## config.mk

```make
export PLATFORM = sky130hd
export DESIGN_NAME = audio_capture_path_control
export DESIGN_NICKNAME = d
export VERILOG_FILES = /design/src/design/capture_path_pkg.sv /design/src/design/audio_capture_path_control.sv /design/src/design/capture_gain_stage.sv
export SDC_FILE = /design/constraint.sdc
export NUM_CORES = 1
export LEC_CHECK = 0
export ABC_AREA = 0
export BUFFER_PORTS_ARGS = -buffer_cell sky130_fd_sc_hd__buf_2
export CAP_MARGIN = 10
export CORE_ASPECT_RATIO = 2
export CORE_MARGIN = 8
export CORE_UTILIZATION = 66
export DETAILED_ROUTE_END_ITERATION = 7
export PLACE_DENSITY = 0.88
export SYNTH_ARGS = -nofsm -noshare
export SYNTH_HDL_FRONTEND = slang
export SYNTH_SLANG_ARGS = --single-unit
```

## constraint.sdc

```tcl
create_clock -name MCLK -period 8.5 [get_ports MCLK]
set_input_delay 1.7 -clock MCLK [delete_from_list [all_inputs] [get_ports MCLK]]
set_output_delay 1.7 -clock MCLK [all_outputs]
set_load 0.03 [all_outputs]
```

## src/design/capture_path_pkg.sv

```systemverilog
// register map, field positions and reset values of the capture path
`default_nettype none
package capture_path_pkg;
    // register page and microcontroller prefix
    localparam logic [7:0] PAGE_AUDIO       = 8'h01;
    localparam logic [7:0] UC_PREFIX        = 8'ha1;
    // register offsets
    localparam logic [7:0] OFS_ADC0_FILT    = 8'hb3;
    localparam logic [7:0] OFS_ADC1_LGAIN   = 8'hb4;
    localparam logic [7:0] OFS_ADC1_RGAIN   = 8'hb5;
    localparam logic [7:0] OFS_ADC1_BOOST   = 8'hb6;
    localparam logic [7:0] OFS_ADC1_FILT    = 8'hb7;
    localparam logic [7:0] OFS_MIC_SETUP    = 8'hb8;
    localparam logic [7:0] OFS_AMIC_GAIN    = 8'hb9;
    // reset values
    localparam logic [7:0] RST_FILT         = 8'h00;
    localparam logic [7:0] RST_GAIN         = 8'h8f;
    localparam logic [7:0] RST_BOOST        = 8'h33;
    localparam logic [7:0] RST_MIC_SETUP    = 8'h80;
    localparam logic [7:0] RST_AMIC_GAIN    = 8'h00;
    // field positions
    localparam int BIT_HPF_HOLD      = 4;
    localparam int BIT_HPF_BYPASS    = 6;
    localparam int BIT_MUTE          = 7;
    localparam int GAIN_LSB          = 0;
    localparam int GAIN_W            = 4;
    localparam int BOOST_R_LSB       = 0;
    localparam int BOOST_L_LSB       = 4;
    localparam int BOOST_W           = 2;
    localparam int BIT_MIC_TYPE      = 0;
    localparam int BIT_EXCHANGE      = 1;
    localparam int BIT_MONO          = 2;
    localparam int BIT_POLARITY      = 3;
    localparam int BIT_ANALOG_MIC_POWERDOWN      = 7;
    // sample stream width
    localparam int SAMPLE_W          = 24;
endpackage : capture_path_pkg
`default_nettype wire

```

## src/design/audio_capture_path_control.sv

```systemverilog
// register bank and ADC1 channel routing of the capture path
`timescale 1ns/1ns
`default_nettype none
// What this block does
// - registers sit in page 1 at their offset, and at 0xA1 plus offset
// - two filter control registers govern the ADC0 and ADC1 high-pass
// - hold bit 4 freezes the filter; resets to 0
// - bypass bit 6 disables the filter; resets to 0
// - bit 7 of each gain register mutes that channel; resets muted
// - muting silences the gain stage, sample stream keeps running
// - ADC1 gain has sixteen 1.5 dB steps, 22.5 dB down to 0 dB
// - gain field bits 3:0, 0h largest, Fh is 0 dB, resets Fh
// - digital boost sits after conversion, before the gain stage
// - bit 0 selects analog mic when 0, digital when 1; resets analog
// - shared pins carry digital mic or analog mic functions by mode
// - exchange bit 1 swaps left and right ADC1 outputs
// - mono bit 2 copies left to right after the exchange
// - exchange and mono give stereo, left mono or right mono capture
// - polarity bit 3 inverts every incoming microphone bit
// - bit 7 powers down analog mic circuits; resets powered down
// - analog boost bits 1:0 right, 5:4 left, 0..30 dB, reset 00b
module audio_capture_path_control #(
    parameter int SAMPLE_W = capture_path_pkg::SAMPLE_W
) (
    // clock and reset
    input  wire logic                MCLK,
    input  wire logic                SYS_RST,
    // register port, slave page access
    input  wire logic                REG_WR,
    input  wire logic                REG_RD,
    input  wire logic [7:0]          REG_PAGE,
    input  wire logic [7:0]          REG_OFFSET,
    // register port, microcontroller access
    input  wire logic                UC_WR,
    input  wire logic                UC_RD,
    input  wire logic [15:0]         UC_ADDR,
    // shared write data and read answer
    input  wire logic [7:0]          REG_WDATA,
    output logic      [7:0]          REG_RDATA,
    output logic                     REG_HIT,
    // microphone bits, raw in and after polarity handling out
    input  wire logic                MIC_BIT_A,
    input  wire logic                MIC_BIT_B,
    output logic                     MIC_BIT_A_OUT,
    output logic                     MIC_BIT_B_OUT,
    // ADC1 sample stream in
    input  wire logic                ADC1_VALID,
    input  wire logic [SAMPLE_W-1:0] ADC1_LEFT,
    input  wire logic [SAMPLE_W-1:0] ADC1_RIGHT,
    // ADC1 sample stream out
    output logic                     OUT_VALID,
    output logic [SAMPLE_W-1:0]      OUT_LEFT,
    output logic [SAMPLE_W-1:0]      OUT_RIGHT,
    // filter controls
    output logic                     ADC0_HPF_HOLD,
    output logic                     ADC0_HPF_BYPASS,
    output logic                     ADC1_HPF_HOLD,
    output logic                     ADC1_HPF_BYPASS,
    // port mode and analog controls
    output logic                     DIGITAL_MICROPHONE_PORT_SETUP,
    output logic                     DIGITAL_PINS_EN,
    output logic                     ANALOG_PINS_EN,
    output logic                     ANALOG_MIC_POWERDOWN,
    output logic [1:0]               LEFT_ANALOG_BOOST,
    output logic [1:0]               RIGHT_ANALOG_BOOST
);
    logic [7:0] adc0_filter_ctrl_q;
    logic [7:0] adc1_left_digital_gain_q;
    logic [7:0] adc1_right_digital_gain_q;
    logic [7:0] adc1_boost_select_q;
    logic [7:0] adc1_filter_ctrl_q;
    logic [7:0] microphone_port_setup_q;
    logic [7:0] analog_mic_gain_select_q;
    logic       wr_en;
    logic       rd_en;
    logic       page_hit;
    logic       uc_hit;
    logic [7:0] ofs;
    logic [7:0] rdata_d;
    logic       known_d;
    logic       gl_valid;
    logic       gr_valid;
    logic [SAMPLE_W-1:0] gl_data;
    logic [SAMPLE_W-1:0] gr_data;
    logic [SAMPLE_W-1:0] sw_left;
    logic [SAMPLE_W-1:0] sw_right;

    // both access paths decode to the same offset
    always_comb begin
        page_hit = (REG_WR || REG_RD) && REG_PAGE == capture_path_pkg::PAGE_AUDIO;
        uc_hit   = (UC_WR || UC_RD)
                   && UC_ADDR[15:8] == capture_path_pkg::UC_PREFIX;
        ofs      = page_hit ? REG_OFFSET : UC_ADDR[7:0];
        wr_en    = (page_hit && REG_WR) || (!page_hit && uc_hit && UC_WR);
        rd_en    = (page_hit && REG_RD) || (!page_hit && uc_hit && UC_RD);
    end

    // full bytes stored, reserved bits included
    always_ff @(posedge MCLK or posedge SYS_RST) begin
        if (SYS_RST) begin
            adc0_filter_ctrl_q        <= capture_path_pkg::RST_FILT;
            adc1_left_digital_gain_q  <= capture_path_pkg::RST_GAIN;
            adc1_right_digital_gain_q <= capture_path_pkg::RST_GAIN;
            adc1_boost_select_q       <= capture_path_pkg::RST_BOOST;
            adc1_filter_ctrl_q        <= capture_path_pkg::RST_FILT;
            microphone_port_setup_q   <= capture_path_pkg::RST_MIC_SETUP;
            analog_mic_gain_select_q  <= capture_path_pkg::RST_AMIC_GAIN;
        end else if (wr_en) begin
            case (ofs)
                capture_path_pkg::OFS_ADC0_FILT:
                    adc0_filter_ctrl_q <= REG_WDATA;
                capture_path_pkg::OFS_ADC1_LGAIN:
                    adc1_left_digital_gain_q <= REG_WDATA;
                capture_path_pkg::OFS_ADC1_RGAIN:
                    adc1_right_digital_gain_q <= REG_WDATA;
                capture_path_pkg::OFS_ADC1_BOOST:
                    adc1_boost_select_q <= REG_WDATA;
                capture_path_pkg::OFS_ADC1_FILT:
                    adc1_filter_ctrl_q <= REG_WDATA;
                capture_path_pkg::OFS_MIC_SETUP:
                    microphone_port_setup_q <= REG_WDATA;
                capture_path_pkg::OFS_AMIC_GAIN:
                    analog_mic_gain_select_q <= REG_WDATA;
                default: ;
            endcase
        end
    end

    // unmapped offsets read zero and report no hit
    always_comb begin
        known_d = 1'b1;
        case (ofs)
            capture_path_pkg::OFS_ADC0_FILT:  rdata_d = adc0_filter_ctrl_q;
            capture_path_pkg::OFS_ADC1_LGAIN: rdata_d = adc1_left_digital_gain_q;
            capture_path_pkg::OFS_ADC1_RGAIN:
                rdata_d = adc1_right_digital_gain_q;
            capture_path_pkg::OFS_ADC1_BOOST: rdata_d = adc1_boost_select_q;
            capture_path_pkg::OFS_ADC1_FILT:  rdata_d = adc1_filter_ctrl_q;
            capture_path_pkg::OFS_MIC_SETUP:  rdata_d = microphone_port_setup_q;
            capture_path_pkg::OFS_AMIC_GAIN:  rdata_d = analog_mic_gain_select_q;
            default: begin
                rdata_d = 8'h00;
                known_d = 1'b0;
            end
        endcase
    end

    // read data is registered, one cycle after the strobe
    always_ff @(posedge MCLK or posedge SYS_RST) begin
        if (SYS_RST) begin
            REG_RDATA <= 8'h00;
            REG_HIT   <= 1'b0;
        end else begin
            REG_RDATA <= rd_en ? rdata_d : 8'h00;
            REG_HIT   <= (rd_en || wr_en) && known_d;
        end
    end

    assign ADC0_HPF_HOLD   = adc0_filter_ctrl_q[capture_path_pkg::BIT_HPF_HOLD];
    assign ADC0_HPF_BYPASS =
        adc0_filter_ctrl_q[capture_path_pkg::BIT_HPF_BYPASS];
    assign ADC1_HPF_HOLD   = adc1_filter_ctrl_q[capture_path_pkg::BIT_HPF_HOLD];
    assign ADC1_HPF_BYPASS =
        adc1_filter_ctrl_q[capture_path_pkg::BIT_HPF_BYPASS];

    // pin function follows the mode bit
    assign DIGITAL_MICROPHONE_PORT_SETUP =
        microphone_port_setup_q[capture_path_pkg::BIT_MIC_TYPE];
    assign DIGITAL_PINS_EN  = DIGITAL_MICROPHONE_PORT_SETUP;
    assign ANALOG_PINS_EN   = !DIGITAL_MICROPHONE_PORT_SETUP;
    assign ANALOG_MIC_POWERDOWN =
        microphone_port_setup_q[capture_path_pkg::BIT_ANALOG_MIC_POWERDOWN];
    // analog boost codes go straight to the amplifier
    assign RIGHT_ANALOG_BOOST = analog_mic_gain_select_q[
        capture_path_pkg::BOOST_R_LSB +: capture_path_pkg::BOOST_W];
    assign LEFT_ANALOG_BOOST  = analog_mic_gain_select_q[
        capture_path_pkg::BOOST_L_LSB +: capture_path_pkg::BOOST_W];

    // polarity flip on the raw mic bits
    always_ff @(posedge MCLK or posedge SYS_RST) begin
        if (SYS_RST) begin
            MIC_BIT_A_OUT <= 1'b0;
            MIC_BIT_B_OUT <= 1'b0;
        end else begin
            MIC_BIT_A_OUT <= MIC_BIT_A
                ^ microphone_port_setup_q[capture_path_pkg::BIT_POLARITY];
            MIC_BIT_B_OUT <= MIC_BIT_B
                ^ microphone_port_setup_q[capture_path_pkg::BIT_POLARITY];
        end
    end

    capture_gain_stage #(.W(SAMPLE_W)) u_gain_left (
        .clk        (MCLK),
        .rst        (SYS_RST),
        .boost_code (adc1_boost_select_q[
            capture_path_pkg::BOOST_L_LSB +: capture_path_pkg::BOOST_W]),
        .gain_code  (adc1_left_digital_gain_q[
            capture_path_pkg::GAIN_LSB +: capture_path_pkg::GAIN_W]),
        .mute       (adc1_left_digital_gain_q[capture_path_pkg::BIT_MUTE]),
        .in_valid   (ADC1_VALID),
        .in_data    (ADC1_LEFT),
        .out_valid  (gl_valid),
        .out_data   (gl_data)
    );

    capture_gain_stage #(.W(SAMPLE_W)) u_gain_right (
        .clk        (MCLK),
        .rst        (SYS_RST),
        .boost_code (adc1_boost_select_q[
            capture_path_pkg::BOOST_R_LSB +: capture_path_pkg::BOOST_W]),
        .gain_code  (adc1_right_digital_gain_q[
            capture_path_pkg::GAIN_LSB +: capture_path_pkg::GAIN_W]),
        .mute       (adc1_right_digital_gain_q[capture_path_pkg::BIT_MUTE]),
        .in_valid   (ADC1_VALID),
        .in_data    (ADC1_RIGHT),
        .out_valid  (gr_valid),
        .out_data   (gr_data)
    );

    // mono copy taken after the exchange
    // right-only capture is exchange plus mono
    always_comb begin
        sw_left  = microphone_port_setup_q[capture_path_pkg::BIT_EXCHANGE]
                   ? gr_data : gl_data;
        sw_right = microphone_port_setup_q[capture_path_pkg::BIT_EXCHANGE]
                   ? gl_data : gr_data;
        if (microphone_port_setup_q[capture_path_pkg::BIT_MONO])
            sw_right = sw_left;
    end

    always_ff @(posedge MCLK or posedge SYS_RST) begin
        if (SYS_RST) begin
            OUT_VALID <= 1'b0;
            OUT_LEFT  <= '0;
            OUT_RIGHT <= '0;
        end else begin
            OUT_VALID <= gl_valid && gr_valid;
            if (gl_valid) begin
                OUT_LEFT  <= sw_left;
                OUT_RIGHT <= sw_right;
            end
        end
    end

    // both paths write the same register
    a_uc_write_lands: assert property (@(posedge MCLK) disable iff (SYS_RST)
        (UC_WR && !REG_WR && !REG_RD && UC_ADDR ==
         {capture_path_pkg::UC_PREFIX, capture_path_pkg::OFS_MIC_SETUP})
        |=> microphone_port_setup_q == $past(REG_WDATA))
        else $error("uc write not stored");
    a_mute_keeps_stream: assert property (@(posedge MCLK) disable iff (SYS_RST)
        ADC1_VALID |-> ##2 OUT_VALID)
        else $error("stream stalled");
    a_mute_silence: assert property (@(posedge MCLK) disable iff (SYS_RST)
        (ADC1_VALID && adc1_left_digital_gain_q[7] &&
         microphone_port_setup_q[2:1] == 2'b00)
        |=> ##1 OUT_LEFT == '0)
        else $error("muted channel not silent");
    a_mono_copy: assert property (@(posedge MCLK) disable iff (SYS_RST)
        ($past(microphone_port_setup_q[2]) && $past(gl_valid))
        |-> OUT_RIGHT == OUT_LEFT)
        else $error("mono copy wrong");
    // exchange routes right gain to left output
    a_exchange_route: assert property (@(posedge MCLK) disable iff (SYS_RST)
        (gl_valid && microphone_port_setup_q[1])
        |=> OUT_LEFT == $past(gr_data))
        else $error("exchange wrong");
    a_bit_invert: assert property (@(posedge MCLK) disable iff (SYS_RST)
        microphone_port_setup_q[3] |=> MIC_BIT_A_OUT == !$past(MIC_BIT_A))
        else $error("mic bit not inverted");
    a_pins_exclusive: assert property (@(posedge MCLK) disable iff (SYS_RST)
        DIGITAL_PINS_EN != ANALOG_PINS_EN)
        else $error("pin function clash");
    a_reserved_readback: assert property (@(posedge MCLK)
        disable iff (SYS_RST)
        (REG_RD && REG_PAGE == 8'h01 && REG_OFFSET == 8'hb3)
        |=> REG_RDATA == adc0_filter_ctrl_q && REG_HIT)
        else $error("readback wrong");
endmodule : audio_capture_path_control
`default_nettype wire

```

## src/design/capture_gain_stage.sv

```systemverilog
// one channel of digital boost, input gain and mute
`timescale 1ns/1ns
`default_nettype none
module capture_gain_stage #(
    parameter int W = 24
) (
    // clock and reset
    input  wire logic         clk,
    input  wire logic         rst,
    // controls
    input  wire logic [1:0]   boost_code,
    input  wire logic [3:0]   gain_code,
    input  wire logic         mute,
    // stream
    input  wire logic         in_valid,
    input  wire logic [W-1:0] in_data,
    output logic              out_valid,
    output logic [W-1:0]      out_data
);
    logic signed [W+8:0] boosted;
    logic signed [W+8:0] scaled;
    logic signed [W-1:0] sat;
    logic [3:0]          steps;

    // boost before gain
    // shifts approximate 10 dB steps; trades accuracy for no multiplier
    always_comb begin
        case (boost_code)
            2'h0: boosted = ($signed({{9{in_data[W-1]}}, in_data})) <<< 5;
            2'h1: boosted = ($signed({{9{in_data[W-1]}}, in_data})) <<< 3;
            2'h2: boosted = ($signed({{9{in_data[W-1]}}, in_data})) <<< 2;
            default: boosted = $signed({{9{in_data[W-1]}}, in_data});
        endcase
    end

    // code 0h is the largest gain
    // sixteen 1.5 dB steps: quarter steps, then one shift per 6 dB
    // keeps the top setting near 22.5 dB and inside the wide accumulator
    always_comb begin
        steps  = 4'hf - gain_code;
        scaled = boosted + (boosted >>> 2) * $signed({1'b0, steps[1:0]});
        scaled = scaled <<< steps[3:2];
        if (scaled > $signed({{10{1'b0}}, {(W-1){1'b1}}}))
            sat = {1'b0, {(W-1){1'b1}}};
        else if (scaled < -$signed({{10{1'b0}}, {(W-1){1'b1}}}))
            sat = {1'b1, {(W-2){1'b0}}, 1'b1};
        else
            sat = scaled[W-1:0];
    end

    always_ff @(posedge clk or posedge rst) begin
        if (rst)
            out_valid <= 1'b0;
        else
            out_valid <= in_valid;
    end

    always_ff @(posedge clk or posedge rst) begin
        if (rst)
            out_data <= '0;
        else if (in_valid)
            out_data <= mute ? '0 : sat;
    end
endmodule : capture_gain_stage
`default_nettype wire

```

# Word level (Yosys, flattened, before mapping)
# Cells that the tools add are included.
dict set report word_totals {
  output_inout_bits 72
  input_bits 97
  wordCells 84
  ff_bits 165
}
dict set report op_classes {
  mux 15
  n_bitwise 2
  addsub 4
  reduce_logical 25
  order_cmp 4
  n_eq_ne 13
  n_mul 2
  n_shift 2
}
# cell n
set op_table {}
lappend op_table {{24-bit two-way mux} 9}
lappend op_table {{28-bit one-hot mux with 3 select lines} 2}
lappend op_table {{33-bit by 24-bit greater-than comparator with 1-bit output (second input constant)} 2}
lappend op_table {{33-bit by 24-bit less-than comparator with 1-bit output (second input constant)} 2}
lappend op_table {{33-bit by 2-bit <<< shifter with 33-bit output} 2}
lappend op_table {{8-bit equality test (second input constant)} 8}
lappend op_table {{29-bit by 30-bit adder with 31-bit output} 2}
lappend op_table {{27-bit by 3-bit multiplier with 30-bit output} 2}
lappend op_table {{8-bit one-hot mux with 7 select lines} 1}
lappend op_table {{8-bit two-way mux} 2}
lappend op_table {{2-bit AND reduction} 7}
lappend op_table {{8-bit by 1-bit equality test with 1-bit output (second input constant)} 1}
lappend op_table {{1-bit logical AND} 8}
lappend op_table {{4-bit subtractor (first input constant)} 2}
lappend op_table {{7-bit OR reduction} 1}
lappend op_table {{1-bit logical OR} 5}
lappend op_table {{2-bit by 1-bit equality test with 1-bit output (second input constant)} 2}
lappend op_table {{2-bit equality test (second input constant)} 2}
lappend op_table {{2-bit logical NOT} 2}
lappend op_table {{1-bit logical NOT} 2}
lappend op_table {{1-bit bitwise XOR} 2}
lappend op_table {{1-bit two-way mux} 1}

# Logic depth before layout (Yosys ltp)
dict set report depth {
  word_depth 9
  mapped_depth 25
}

# By module
# A second synthesis with hierarchy kept.
dict set report unflattened {
  cells_unflattened 2081
  hier_area_um2 17977.2
}
# mod instances cells_per_inst area_each_um2 seq_area_each_um2
set modules_own_cells {}
lappend modules_own_cells {{capture_gain_stage at u_gain_left} 1 813 6243.5 625.6}
lappend modules_own_cells {{capture_gain_stage at u_gain_right} 1 801 6180.9 625.6}
lappend modules_own_cells {audio_capture_path_control 1 467 5552.8 2921.6}

# Least setup slack after synthesis
# No wires, ideal clock.
dict set report synth_timing {
  path_type {input -> register}
  startpoint {input port ADC1_RIGHT[4]}
  endpoint {register u_gain_right.out_data[17]}
  setup_time_ns 0.128
  arrival_ns 6.347
  t_required_ns 8.372
  path_stages 20
  slack_ns 2.025
  path_cell_list {mux2_2 -> a22oi_1 -> nor2_1 -> ha_1 -> inv_1 -> fa_1 -> inv_1 -> fa_1 -> a21o_1 -> a221oi_4 -> nor3_2 -> or3_4 -> o41a_1 -> a31oi_2 -> nand3_1 -> a311oi_2 -> a41oi_4 -> buf_6 -> a22oi_2 -> o31ai_1}
}
dict set report synth_between {
  elab_chain_len 8
  word_cells_on_any_way 9
  cone_classes {1 x add/sub; 1 x mul; 2 x order compare; 1 x shift; 4 x mux}
}
# element line
set synth_rtl {}
lappend synth_rtl {{start, declared} audio_capture_path_control.sv:49} ;# input wire logic [SAMPLE_W-1:0] ADC1_RIGHT,
lappend synth_rtl {{28-bit one-hot mux with 3 select lines *} capture_gain_stage.sv:28} ;# case (boost_code)
lappend synth_rtl {{27-bit by 3-bit multiplier with 30-bit output} capture_gain_stage.sv:41} ;# scaled = boosted + (boosted >>> 2) * $signed({1'b0, steps[1:0]});
lappend synth_rtl {{29-bit by 30-bit adder with 31-bit output *} capture_gain_stage.sv:41}
lappend synth_rtl {{33-bit by 2-bit <<< shifter with 33-bit output *} capture_gain_stage.sv:42} ;# scaled = scaled <<< steps[3:2];
lappend synth_rtl {{33-bit by 24-bit less-than comparator with 1-bit output} capture_gain_stage.sv:45} ;# else if (scaled < -$signed({{10{1'b0}}, {(W-1){1'b1}}}))
lappend synth_rtl {{24-bit two-way mux} capture_gain_stage.sv:45}
lappend synth_rtl {{24-bit two-way mux *} capture_gain_stage.sv:43} ;# if (scaled > $signed({{10{1'b0}}, {(W-1){1'b1}}}))
lappend synth_rtl {{24-bit two-way mux *} capture_gain_stage.sv:62} ;# out_data <= mute ? '0 : sat;
lappend synth_rtl {{end signal, assigned} capture_gain_stage.sv:62}
lappend synth_rtl {{end, declared} capture_gain_stage.sv:18} ;# output logic [W-1:0] out_data
# Mark *: on every way between the ends. The rest lies on a longest branch, timed or not.
# A chain may end at the register's enable or synchronous reset.

# Final worst setup path
dict set report layout_timing {
  startpoint {input port ADC1_LEFT[0]}
  endpoint {register u_gain_left.out_data[1]}
}
dict set report layout_between {
  elab_chain_len 8
  word_cells_on_any_way 9
  cone_classes {1 x add/sub; 1 x mul; 2 x order compare; 1 x shift; 4 x mux}
}
# element line
set layout_rtl {}
lappend layout_rtl {{start, declared} audio_capture_path_control.sv:48} ;# input wire logic [SAMPLE_W-1:0] ADC1_LEFT,
lappend layout_rtl {{28-bit one-hot mux with 3 select lines *} capture_gain_stage.sv:28}
lappend layout_rtl {{27-bit by 3-bit multiplier with 30-bit output} capture_gain_stage.sv:41}
lappend layout_rtl {{29-bit by 30-bit adder with 31-bit output *} capture_gain_stage.sv:41}
lappend layout_rtl {{33-bit by 2-bit <<< shifter with 33-bit output *} capture_gain_stage.sv:42}
lappend layout_rtl {{33-bit by 24-bit less-than comparator with 1-bit output} capture_gain_stage.sv:45}
lappend layout_rtl {{24-bit two-way mux} capture_gain_stage.sv:45}
lappend layout_rtl {{24-bit two-way mux *} capture_gain_stage.sv:43}
lappend layout_rtl {{24-bit two-way mux *} capture_gain_stage.sv:62}
lappend layout_rtl {{end signal, assigned} capture_gain_stage.sv:62}
lappend layout_rtl {{end, declared} capture_gain_stage.sv:18}
# Marked as above.

==> metrics.txt <==
Core Footprint=about 26000 um2; DRT iter0 DRCs=1362; routed wire length per instance=24.8 um; wirelength, routed=60.9 mm; worst hold path type=register to register; largest net degree at the start of global routing=106; Die Y=244 um; worst-case clock buffer depth=2; Yosys warnings=0; RSZ-0062 raised after global routing=no; Final period util=85.1%; share of the synthesized area in the top cell type=21.8%; clock skew=0.0151 ns; Tot GR Track Use=between 30% and 40%; RD Place Congestion=between 1 and 1.5; Clk pin slew, worst setup/hold paths=0.07 ns; Cells after Synth=2040; Async SR Flop Fraction=100%; initial antenna violation count=2; Post-DRT Antenna Nets=0; CP Data Required Time=8.88 ns; Cell variety after synth=105; CTS tree=yes; number of post-CTS setup repair buffers=0; register area share after synthesis=24.1%; XOR/XNOR Fraction of Synth Area=2.28%; Root Buffer=clkbuf_16; status=complete, no violations; FP Rows=83; first-pass GRT wire length=94.3 mm; final global-route overflow total=0; Leak Pwr=8.59 nW; share of cells above drive strength 1=between 10% and 20%; fin util=between 70 and 80%; Ports=around 170; Layout Nets=roughly 2.4k; Adder-Cell Fraction of Synth Area=15.0%; DR vias=between 15k and 20k; pwr dens=between 200 and 250 nW/um2; CP Class=input pin to register; Critical Path Sink Type=register; cts hold-fix bufs=0; DP HPWL=46.1 mm; Remaining DRCs=0; vias per cell=6.93; largest family of logic cells by synthesized area=compound AO/OA/AOI/OAI gates; ys flop type=dfrtp_1; Synth area leaders=dfrtp_1 22%, ha_1 8.7%, mux2_2 6.3%; FMAX=138 MHz; endpoints failing setup=0; worst hold slack=0.505 ns; CTS Sinks=165; simple-gate share of the synthesized area=17.4%; CP arrival=~7.6 ns; Synth area leader=dfrtp_1; post-synthesis average cell area=8.43 um2; Startpoint Class=input pin; Pre-antenna DRT Iters=7; total power after layout=between 0.004 and 0.005 W; number of global-route vias before repair=between 15k and 20k; Max VDD drop=0.000172 V; H-tree depth=4; synthesized net count=approximately 2.3k; cell area after synthesis=between 15000 and 20000 um2; Initial Util=67.1%; DIE WIDTH=between 100 and 150 um; die area=around 32000 um2; fin crit period=7.24 ns; Buffers on Ports=168; Max FO, Critical Path=17; diode count=0; Worst slew margin=26.0%; Slew Viols, Final=0; number of synthesized flops with an enable pin=0; synthesized flop and latch total=165; PostCTS Resize Cnt=0; Clk Latency, worst-skew pair=0.45 ns; total negative slack=0 ns; Max Cap Viol=0; area added between synthesis and finish=8.30%; post-synthesis mux area share=12.8%; Worst-Margin Slew=about 1.1 ns; area fraction in compound gates after synthesis=22.2%; Final Hold Vio Count=0; Num CTS Buffers=17
## synthesized netlist by cell type, drive strengths merged (22+ instances only)
master,number
nand2,137
nand4,29
dfrtp,150
a21o,26
o211ai,23
xnor2,22
buf,38
clkbuf,91
nand3,33
nor3,52
mux2i,98
nor2,242
a21oi,160
nor2b,27
ha,120
fa,54
nand2b,23
xor2,22
o22ai,29
o21ai,110
inv,134
mux2,97
a22oi,29
a31oi,29
## flip-flops by register name (all words and copies together) (netlist names)
signal and count:
adc1_left_digital_gain_q 8, OUT_VALID 1, microphone_port_setup_q 8, MIC_BIT_B_OUT 1
analog_mic_gain_select_q 8, adc1_boost_select_q 8, OUT_RIGHT 24, OUT_LEFT 24
u_gain_right.out_valid 1, u_gain_left.out_data 24, MIC_BIT_A_OUT 1, REG_RDATA 8
adc0_filter_ctrl_q 8, adc1_right_digital_gain_q 8, REG_HIT 1, adc1_filter_ctrl_q 8
u_gain_right.out_data 24
## critical path, cell delays in order
cell and delay [ns]:
buf_2 0.13, mux2_2 0.28, a22oi_1 0.50, nor2_1 0.13
ha_1 0.30, inv_1 0.05, fa_1 0.53, inv_1 0.08
fa_1 0.46, a21o_1 0.21, a221oi_4 0.38, o41a_2 0.33
xnor2_1 0.25, mux2i_1 0.18, a222oi_1 0.78, a2111oi_0 0.24
nand4_1 0.20, o211ai_2 0.15, a21oi_4 0.48, a41o_1 0.24
## path summary, 6_finish.rpt
path                                   startpoint                      end  slack, ns  cells past startpoint
max                                  ADC1_LEFT[0]  u_gain_left.out_data[1]       1.26                     20
min                         adc1_filter_ctrl_q[3]    adc1_filter_ctrl_q[3]       0.51                      1
max reg2reg                adc1_boost_select_q[5]  u_gain_left.out_data[1]       1.52                     19
min reg2reg                 adc1_filter_ctrl_q[3]    adc1_filter_ctrl_q[3]       0.51                      1
max in group asynchronous                 SYS_RST   u_gain_right.out_valid       5.62                      3
min in group asynchronous                 SYS_RST    adc1_filter_ctrl_q[4]       1.43                      2
## cell type report
cell class	instances	area [um2]
well taps	340	425
inverters	135	512
clock buffers	17	425
repair buffers	178	916
multi-input cells	1611	12000
clock inverters	15	201
fillers	1961	7020
flip-flops and latches	165	4150
## metrics by stage
stage / worst slack [ns] / cell area (um2) / cells
CTS: 1.44 / 18600 / 2461
global route: 0.997 / 18600 / 2461
finish: 1.26 / 18600 / 2461
floorplan: 2.02 / 17200 / 2040
detailed placement: 0.974 / 18000 / 2429
global placement: 1.06 / 18000 / 2429
## routing by layer
layer  wire length (um)  GRT usage (%)  share of wire, %
met4               6390           37.3                10
met1              18500           33.6                30
met3               3090           7.35               5.1
met5                 23              0             0.038
met2              33000           71.4                54
## cells in the final DEF, fill, tap and decap left out, drive strengths merged, types with 15 or more instances in the layout
master	count
a22oi	29
nand4	29
mux2	97
nor3	52
xor2	22
a211oi	18
nand2b	23
xnor2	22
buf	178
o21ai	110
a31oi	29
inv	139
nand3	33
nor2b	27
mux2i	98
dfstp	15
a21o	26
and3	15
o22ai	29
clkbuf	17
o211ai	23
dfrtp	150
nand2	137
fa	54
ha	120
a21oi	160
o21a	19
nor2	242
## logic make-up (layout without fill, tap and decap cells)
logic type / Yosys count / in the layout
buf+inv: 264 / 345
compound gates: 561 / 561
fa+ha+maj: 174 / 174
simple gates: 631 / 631
flops: 165 / 165
xor+xnor: 44 / 44
mux: 201 / 201
## where the power goes
group	internal (W)	switching, W	total [W]
clock	0.000403	0.000395	0.000799
combinational	0.000792	0.00148	0.00227
sequential	0.000930	0.000146	0.00108
Note: power is estimated with default switching activity, not from simulation.
